### src/design/ssrc_regs.vh
// Register offsets, field positions and reset values of the sleep/rate configuration bank
`ifndef SSRC_REGS_VH
`define SSRC_REGS_VH
`define SSRC_ADDR_W 7
`define SSRC_DATA_W 16
`define SSRC_OFS_SLEEP 7'h03
`define SSRC_OFS_CLEAR 7'h04
`define SSRC_OFS_OUTCFG 7'h05
`define SSRC_OFS_RATE 7'h06
`define SSRC_SLEEP_AUTO_BIT 0
`define SSRC_SLEEP_MANUAL_BIT 1
`define SSRC_CLEAR_REQ_BIT 0
`define SSRC_OUT_SLEEP_MUTE_BIT 3
`define SSRC_OUT_COAX_MUTE_BIT 4
`define SSRC_RATE_AUTO_BIT 0
`define SSRC_RATE_MAN_LSB 1
`define SSRC_RATE_MAN_MSB 4
`define SSRC_RATE_AUDIO_BIT 8
`define SSRC_RATE_EN_LSB 9
`define SSRC_RATE_EN_MSB 13
`define SSRC_RST_SLEEP 16'h0001
`define SSRC_RST_CLEAR 16'h0000
`define SSRC_RST_OUTCFG 16'h0001
`define SSRC_RST_RATE 16'h3e01
`define SSRC_OUT_ON 2'h0
`define SSRC_OUT_MUTE 2'h1
`define SSRC_OUT_OFF 2'h2
`endif

### src/design/ssrc_reg16.v
// One 16-bit host register with reset value and write enable
`timescale 1ns/1ps
module ssrc_reg16
#(
    parameter [15:0] RESET_VALUE = 16'h0000
)
(
    input wire mclk,
    input wire rst_n,
    input wire wr_en,
    input wire [15:0] wr_data,
    output reg [15:0] value
);
    // Reserved bits are stored as written so read-modify-write round trips
    always @(posedge mclk or negedge rst_n)
    begin
        if (!rst_n)
            value <= RESET_VALUE;
        else if (wr_en)
            value <= wr_data;
    end
endmodule // ssrc_reg16

### src/design/ssrc_config_regs.v
// Sleep, counter clear, output behaviour and rate detection control registers
`timescale 1ns/1ps
`include "ssrc_regs.vh"

// Summary of operation
// - With auto sleep off, manual sleep bit 1 forces awake (0) or asleep (1).
// - Auto sleep bit 0 resets to 1; when set, sleep follows loss of signal.
// - Clear bit 0 does nothing; 1 requests clearing of sticky counters.
// - Coax-drive mode, no loopback: bit 4 selects power-down (0) or mute (1).
// - During sleep bit 3 selects trace output power-down (0) or mute (1).
// - Per-rate autodetect enables in bits 13..9 reset to 1, trace input only.
// - Audio-rate autodetect enable bit 8 resets to 0, trace input only.
// - Manual rate field bits 4:1 codes 0..6; code 7 reserved.
// - Recovery locks to manual rate only while autodetect is disabled.
// - Autodetect enable bit 0 resets to 1; cleared means manual rate used.
module ssrc_config_regs
(
    input wire mclk,
    input wire rst_n,
    input wire host_wr,
    input wire host_rd,
    input wire [`SSRC_ADDR_W-1:0] host_addr,
    input wire [`SSRC_DATA_W-1:0] host_wdata,
    output reg [`SSRC_DATA_W-1:0] host_rdata,
    output reg host_rvalid,
    input wire loss_of_signal,
    input wire coax_drive_mode,
    input wire loopback_en,
    input wire counters_cleared,
    output reg sleep,
    output reg clear_counts,
    output reg clear_counts_status,
    output reg [1:0] trace_driver_output_mode,
    output reg rate_autodetect_en,
    output reg [3:0] cdr_manual_rate,
    output reg cdr_manual_lock,
    output reg [5:0] trace_equalizer_input_rate_en
);

    ////////////////////////////////////////////////////////////////////////////
    // Address decode, shared by write strobes and read mux
    function is_ofs;
        input [`SSRC_ADDR_W-1:0] a;
        input [`SSRC_ADDR_W-1:0] ofs;
        begin
            is_ofs = (a == ofs);
        end
    endfunction

    // Output choice shared by the sleep and coax-drive cases
    function [1:0] mute_or_off;
        input mute;
        begin
            if (mute)
                mute_or_off = `SSRC_OUT_MUTE;
            else
                mute_or_off = `SSRC_OUT_OFF;
        end
    endfunction

    wire [15:0] sleep_control;
    wire [15:0] counter_clear_control;
    wire [15:0] output_behaviour_config;
    wire [15:0] rate_detection_mode;

    ////////////////////////////////////////////////////////////////////////////
    // Write strobes; an unmapped offset enables none, so such a write is dropped
    wire wr_sleep = host_wr && is_ofs(host_addr, `SSRC_OFS_SLEEP);
    wire wr_clear = host_wr && is_ofs(host_addr, `SSRC_OFS_CLEAR);
    wire wr_outcfg = host_wr && is_ofs(host_addr, `SSRC_OFS_OUTCFG);
    wire wr_rate = host_wr && is_ofs(host_addr, `SSRC_OFS_RATE);

    ////////////////////////////////////////////////////////////////////////////
    // Register storage
    // Reserved bits are kept as written so read-modify-write leaves them intact
    ssrc_reg16 #(.RESET_VALUE(`SSRC_RST_SLEEP)) u_sleep
    (
        .mclk(mclk),
        .rst_n(rst_n),
        .wr_en(wr_sleep),
        .wr_data(host_wdata),
        .value(sleep_control)
    );

    ssrc_reg16 #(.RESET_VALUE(`SSRC_RST_CLEAR)) u_clear
    (
        .mclk(mclk),
        .rst_n(rst_n),
        .wr_en(wr_clear),
        .wr_data(host_wdata),
        .value(counter_clear_control)
    );

    ssrc_reg16 #(.RESET_VALUE(`SSRC_RST_OUTCFG)) u_outcfg
    (
        .mclk(mclk),
        .rst_n(rst_n),
        .wr_en(wr_outcfg),
        .wr_data(host_wdata),
        .value(output_behaviour_config)
    );

    ssrc_reg16 #(.RESET_VALUE(`SSRC_RST_RATE)) u_rate
    (
        .mclk(mclk),
        .rst_n(rst_n),
        .wr_en(wr_rate),
        .wr_data(host_wdata),
        .value(rate_detection_mode)
    );

    ////////////////////////////////////////////////////////////////////////////
    // Field extraction
    // Sleep control fields
    wire auto_sleep = sleep_control[`SSRC_SLEEP_AUTO_BIT];
    wire manual_sleep = sleep_control[`SSRC_SLEEP_MANUAL_BIT];
    // Handshake request, copied straight to the counter logic
    wire clear_req = counter_clear_control[`SSRC_CLEAR_REQ_BIT];
    // Trace output behaviour fields; reserved bits 2:0 are stored but unused
    wire mute_in_sleep = output_behaviour_config[`SSRC_OUT_SLEEP_MUTE_BIT];
    wire mute_in_coax = output_behaviour_config[`SSRC_OUT_COAX_MUTE_BIT];
    // Coax-drive rule applies only while loopback is off
    wire coax_rule = coax_drive_mode && !loopback_en;
    // Rate detection fields; reserved code 7 is not filtered, the host must avoid it
    wire auto_rate = rate_detection_mode[`SSRC_RATE_AUTO_BIT];
    wire [3:0] manual_rate = rate_detection_mode[`SSRC_RATE_MAN_MSB:`SSRC_RATE_MAN_LSB];
    // Per-rate enables, highest rate first, audio rate last
    wire [5:0] rate_en_field = {rate_detection_mode[`SSRC_RATE_EN_MSB:`SSRC_RATE_EN_LSB],
        rate_detection_mode[`SSRC_RATE_AUDIO_BIT]};

    // Sleep decision: auto follows loss of signal, else the manual bit
    // Loss of signal is taken as synchronous to mclk, so no extra stage is spent
    wire next_sleep = auto_sleep ? loss_of_signal : manual_sleep;

    // Sleep wins over coax-drive since the link is idle either way
    reg [1:0] next_out_mode;
    always @*
    begin
        next_out_mode = `SSRC_OUT_ON;
        if (next_sleep)
            next_out_mode = mute_or_off(mute_in_sleep);
        else if (coax_rule)
            next_out_mode = mute_or_off(mute_in_coax);
    end

    ////////////////////////////////////////////////////////////////////////////
    // Registered control outputs
    always @(posedge mclk or negedge rst_n)
    begin
        if (!rst_n)
        begin
            // Awake with autodetect on until the first edge loads the stored fields
            sleep <= 1'b0;
            trace_driver_output_mode <= `SSRC_OUT_ON;
            rate_autodetect_en <= 1'b1;
            cdr_manual_rate <= 4'h0;
            cdr_manual_lock <= 1'b0;
            trace_equalizer_input_rate_en <= 6'h3e;
        end
        else
        begin
            sleep <= next_sleep;
            trace_driver_output_mode <= next_out_mode;
            rate_autodetect_en <= auto_rate;
            // Manual rate only steers the recovery when autodetect is off
            cdr_manual_lock <= !auto_rate;
            // Reserved code 7 is passed as stored; host must not write it
            cdr_manual_rate <= manual_rate;
            trace_equalizer_input_rate_en <= rate_en_field;
        end
    end

    ////////////////////////////////////////////////////////////////////////////
    // Four-phase clear handshake: status rises once counters report cleared,
    // and drops only after the request is withdrawn. A withdrawal wins over a
    // late cleared report in the same cycle, so no stale acknowledge is left
    // standing after the host has already moved on
    always @(posedge mclk or negedge rst_n)
    begin
        if (!rst_n)
        begin
            clear_counts <= 1'b0;
            clear_counts_status <= 1'b0;
        end
        else
        begin
            clear_counts <= clear_req;
            if (!clear_req)
                clear_counts_status <= 1'b0;
            else if (clear_counts && counters_cleared)
                clear_counts_status <= 1'b1;
        end
    end

    ////////////////////////////////////////////////////////////////////////////
    // Read port: one cycle latency, unmapped offsets read zero
    // Read data hold between reads so a slow host may sample them late
    always @(posedge mclk or negedge rst_n)
    begin
        if (!rst_n)
        begin
            host_rdata <= 16'h0000;
            host_rvalid <= 1'b0;
        end
        else
        begin
            host_rvalid <= host_rd;
            if (!host_rd)
                host_rdata <= host_rdata;
            else if (is_ofs(host_addr, `SSRC_OFS_SLEEP))
                host_rdata <= sleep_control;
            else if (is_ofs(host_addr, `SSRC_OFS_CLEAR))
                host_rdata <= counter_clear_control;
            else if (is_ofs(host_addr, `SSRC_OFS_OUTCFG))
                host_rdata <= output_behaviour_config;
            else if (is_ofs(host_addr, `SSRC_OFS_RATE))
                host_rdata <= rate_detection_mode;
            else
                host_rdata <= 16'h0000;
        end
    end

endmodule // ssrc_config_regs

### config.mk
export PLATFORM = sky130hd
export DESIGN_NAME = ssrc_config_regs
export DESIGN_NICKNAME = d
export VERILOG_FILES = /design/src/design/ssrc_reg16.v /design/src/design/ssrc_config_regs.v
export VERILOG_INCLUDE_DIRS = /design/src /design/src/design
export SDC_FILE = /design/constraint.sdc
export NUM_CORES = 1
export LEC_CHECK = 0
export BUFFER_PORTS_ARGS = -buffer_cell sky130_fd_sc_hd__buf_2
export CELL_PAD_IN_SITES_DETAIL_PLACEMENT = 1
export CELL_PAD_IN_SITES_GLOBAL_PLACEMENT = 2
export CORE_AREA = 2 2 150 79
export DETAILED_ROUTE_END_ITERATION = 7
export DIE_AREA = 0 0 152 81
export GPL_ROUTABILITY_DRIVEN = 0
export PLACE_DENSITY = 0.8
export SYNTH_ARGS = -nofsm -noshare
export SYNTH_HDL_FRONTEND = slang
export SYNTH_SLANG_ARGS = --single-unit
### constraint.sdc
create_clock -name mclk -period 2.09 [get_ports mclk]
set_input_delay 0.1045 -clock mclk [delete_from_list [all_inputs] [get_ports mclk]]
set_output_delay 0.1045 -clock mclk [all_outputs]
set_load 0.05 [all_outputs]
# Word level (Yosys, flattened, before mapping)
# Index checks and enable logic that the tools add are counted.
dict set report classes {
  eq_ne 5
  reduce_logical 8
  mux 11
}
# operator count
set ops {}
lappend ops {{$mux 16} 4}
lappend ops {{$eq 7x3->1 const B} 3}
lappend ops {{$mux 2} 4}
lappend ops {{$eq 7x2->1 const B} 1}
lappend ops {{$logic_and 1x1->1} 6}
lappend ops {{$mux 1} 3}
lappend ops {{$logic_not 1->1} 2}
lappend ops {{$ne 2x2->1 const B} 1}
dict set report totals {
  input_bits 31
  ff_bits 98
  output_inout_bits 34
}

# Longest topological paths before layout
dict set report logic_depth {
  word_depth 5
  ltp_mapped 5
  ltp_nobuf 3
}

# Cells and area by module
# A second synthesis with hierarchy kept.
dict set report unflattened {
  cells_unflattened 300
  hier_area_um2 4456.8
}
# module instances area_per_inst_um2 seq_area_each_um2 cells_per_inst
set modules_own_cells {}
lappend modules_own_cells {ssrc_config_regs 1 1849.3 858.3 164}
lappend modules_own_cells {{ssrc_reg16 (u_outcfg ...)} 2 650.6 401.6 34}
lappend modules_own_cells {{ssrc_reg16 (u_rate)} 1 656.9 407.9 34}
lappend modules_own_cells {{ssrc_reg16 (u_clear)} 1 649.4 400.4 34}

# Worst setup path after synthesis
# No wires, ideal clock.
dict set report synth_path {
  kind {in2reg}
  startpoint {input port host_addr[1]}
  endpoint {register u_sleep.value[10]}
  path_stages 5
  n_path_buf 2
  t_required_ns 1.965
  path_slack_ns 0.726
  arrival_ns 1.239
  path_cell_list {buf_2 nor2b_1 nand3_2 buf_2 mux2_2}
}
dict set report synth_between {
  elab_chain_cells 2
}
# element line
set synth_lines {}
lappend synth_lines {{start: declaration} ssrc_config_regs.v:22} ;# input wire [`SSRC_ADDR_W-1:0] host_addr,
lappend synth_lines {{$eq 7x2->1} ssrc_config_regs.v:46} ;# is_ofs = (a == ofs);
lappend synth_lines {{$logic_and 1x1->1} ssrc_config_regs.v:68} ;# wire wr_sleep = host_wr && is_ofs(host_addr, `SSRC_OFS_SLEEP);
lappend synth_lines {{end signal: assignment} ssrc_reg16.v:20} ;# value <= wr_data;
lappend synth_lines {{end: declaration} ssrc_reg16.v:12} ;# output reg [15:0] value
# Every way passes these cells.
# A chain may end at the register's enable or synchronous reset.

# Worst setup path after layout
dict set report layout_path {
  startpoint {input port host_addr[6]}
  endpoint {register u_sleep.value[10]}
}
# Same word-level chain as after synthesis.

==> metrics.txt <==
Max Cap Viol 0; WL/cell 20.9 um; Worst path slowest cell nor4b_4; CP required 2310 ps; final worst-path cycle share 0.623; DIE WIDTH 152 um; most frequent cell after synthesis dfrtp_1; post_cts resized 0; Post-CTS Setup Inserts 0; largest net degree at the start of global routing 42; worst path cell trace buf_2, nor4b_4, nand3_2, buf_4, mux2_2; H-tree Lvls 3; DP HPWL 7310 um; fraction of registers with async set/reset 1.00; Port Buf Inserts 64; worst hold path depth 3; final hold slack 36.0 ps; worst slew pin tran around 530 ps; CTS tree built; Yosys reg bits 98; Fin Clk Skew 6.98 ps; via count 2866; dpl ws 437 ps; number of synthesized flops with an enable pin 0; Chip Height 81 um; Max Transition Viols Final 0; P per Cell Area between 800 and 900 mW/mm^2; Antenna Violating Nets Remaining 0; YS warnings 0; Core Area 0.0112 mm^2; status complete, no violations; clk sinks 98; Top Ports between 60 and 70; synth unique cells 28; Top delay family on crit path simple AND/OR/NAND/NOR gates; Buf/Inv on CP 2; Final Hold Fails 0; Final min period ~1300 ps; classification of the worst-slack hold path primary input to flip-flop; CTS buffer count 9; Post-synth top cells dfrtp_1, mux2_2, o21ai_0; Max-slew headroom 0.646; GRT Util Overall 0.196; Post-Syn Nets 344; capturing point of the worst reg2reg path trace_driver_output_mode[1]; RR Startpoint u_sleep.value[0]; setup TNS 0 ps; global route overflow 0; worst vdd ir about 0.0004 V; Fill cells between 1000 and 1500; reg2reg setup slack between 800 and 900 ps; hold_sp counters_cleared; Synth area leader dfrtp_1; Mapped Area around 0.0043 mm^2; Worst Hold Path EP clear_counts_status; WL final 11400 um; layout cells sized above 1 0.504; Mapped Cells about 310; Initial Util 0.380; drt first pass iters 4; CP endpoint kind flip-flop; syn avg cell area 13.7 um^2; drt drc 0; RSZ-0062 raised after global routing false; reg2reg path depth 2; Crit Path Max Fanout 10; Area Growth Syn to Fin 21.2%; WS Path Type primary input to flip-flop; Via-to-Cell Ratio 5.26; Worst-path clk slew 70 ps; antenna cells 0; Arrival @ worst endpoint 1530 ps; top post-synthesis cells by area dfrtp_1, mux2_2, dfstp_2; num rows 28; Tot Pwr approximately 4.3 mW; fin worst setup slack about 790 ps; first-pass GRT wire length about 18000 um; post-synthesis sequential area ratio 0.578; Worst Setup Start Kind primary input; final setup violating endpoints 0; initial antenna violation count 0; vias in the first global route 3158; Root Driver clkbuf_16; share of the synthesized area in the top cell type 0.492; clock buffer depth 2; Synth Flop Type dfrtp_1; slowest stage delay, CP 440 ps; initial drt markers roughly 110; Final #Nets roughly 420; leakage power 2.55 nW; fmax about 770 MHz; clk_lat worst skew 340 ps; Die ar. 0.0123 mm^2
[worst register-to-register path, cell delays in order, from the launching register on]
cell and delay [ps]:
dfstp_2 570, mux2_2 410, o21a_1 200
[metal layers]
metal  part of all wire  up-vias  global-route usage
li1                   -     1297                   -
met1               0.49     1496               0.277
met2               0.46       64               0.315
met3              0.046        9              0.0411
met4             0.0070        0              0.0449
met5                  0        -                   0
[cell usage in the layout, fill, tap and decap left out, types with 14 or more instances in the layout]
master and count:
dfstp_2 14, and3b_1 15, buf_4 18, a22oi_1 15, mux2_2 80, buf_2 63
dfrtp_1 84, a21boi_0 15, o21ai_0 32, nand2b_1 16
[state kept, by name, summed over array words and instances, names as in the netlist]
signal	cells
u_rate.value	16
trace_driver_output_mode	2
clear_counts_status	1
cdr_manual_lock	1
sleep	1
u_sleep.value	16
clear_counts	1
rate_autodetect_en	1
u_clear.value	16
u_outcfg.value	16
host_rvalid	1
host_rdata	16
cdr_manual_rate	4
trace_equalizer_input_rate_en	6
[cell families after synthesis]
logic type,after synthesis,synth area share
DFF,98,0.578
buffers and inverters,19,0.0193
muxes,81,0.213
and+or+nand+nor,49,0.0927
AOI/OAI and AO/OA,66,0.0974
[how the worst max path moves through the flow]
| stage | start | end | slack (ps) | cells after the start |
|---|---|---|---|---|
| final | host_addr[6] | u_sleep.value[10] | 790 | 5 |
| after global routing | host_addr[6] | u_sleep.value[10] | 730 | 5 |
| after CTS | host_addr[6] | u_sleep.value[10] | 800 | 5 |
| after detailed placement | host_addr[6] | u_sleep.value[10] | 440 | 5 |
| after global placement | host_addr[6] | u_sleep.value[10] | 510 | 5 |
| after floorplan | host_addr[1] | u_sleep.value[10] | 730 | 5 |
[power breakdown]
part	internal [mW]	switching (mW)	total, mW	leakage (nW)
combinational	0.187	0.292	0.480	1.12
sequential	2.04	0.0658	2.11	1.29
clock	0.938	0.743	1.68	0.144
total	3.17	1.10	4.27	2.55
[cell type report]
| class | count | area, um^2 | share of cell area |
|---|---|---|---|
| repair buffers | 83 | 480 | 0.0927 |
| well taps | 150 | 188 | 0.0362 |
| flip-flops and latches | 98 | 2470 | 0.476 |
| clock buffers | 9 | 225 | 0.0434 |
| clock inverters | 7 | 78.8 | 0.0152 |
| multi-input cells | 196 | 1740 | 0.335 |
| inverters | 2 | 7.51 | 0.00145 |
[stage by stage]
step / instance area (um^2) / instances / util
CTS: 5180 / 545 / 0.461
floorplan: 4280 / 313 / -
detailed placement: 4870 / 528 / 0.433
finish: 5180 / 545 / 0.461
global placement: 4870 / 528 / 0.433
global route: 5180 / 545 / 0.461
[repair_timing]
item,4_1_cts,5_1_grt
endpoints found under the setup margin,0,0
hold buffers,1,0
endpoints found under the hold margin,34,0
(Power assumes the default switching activity.)
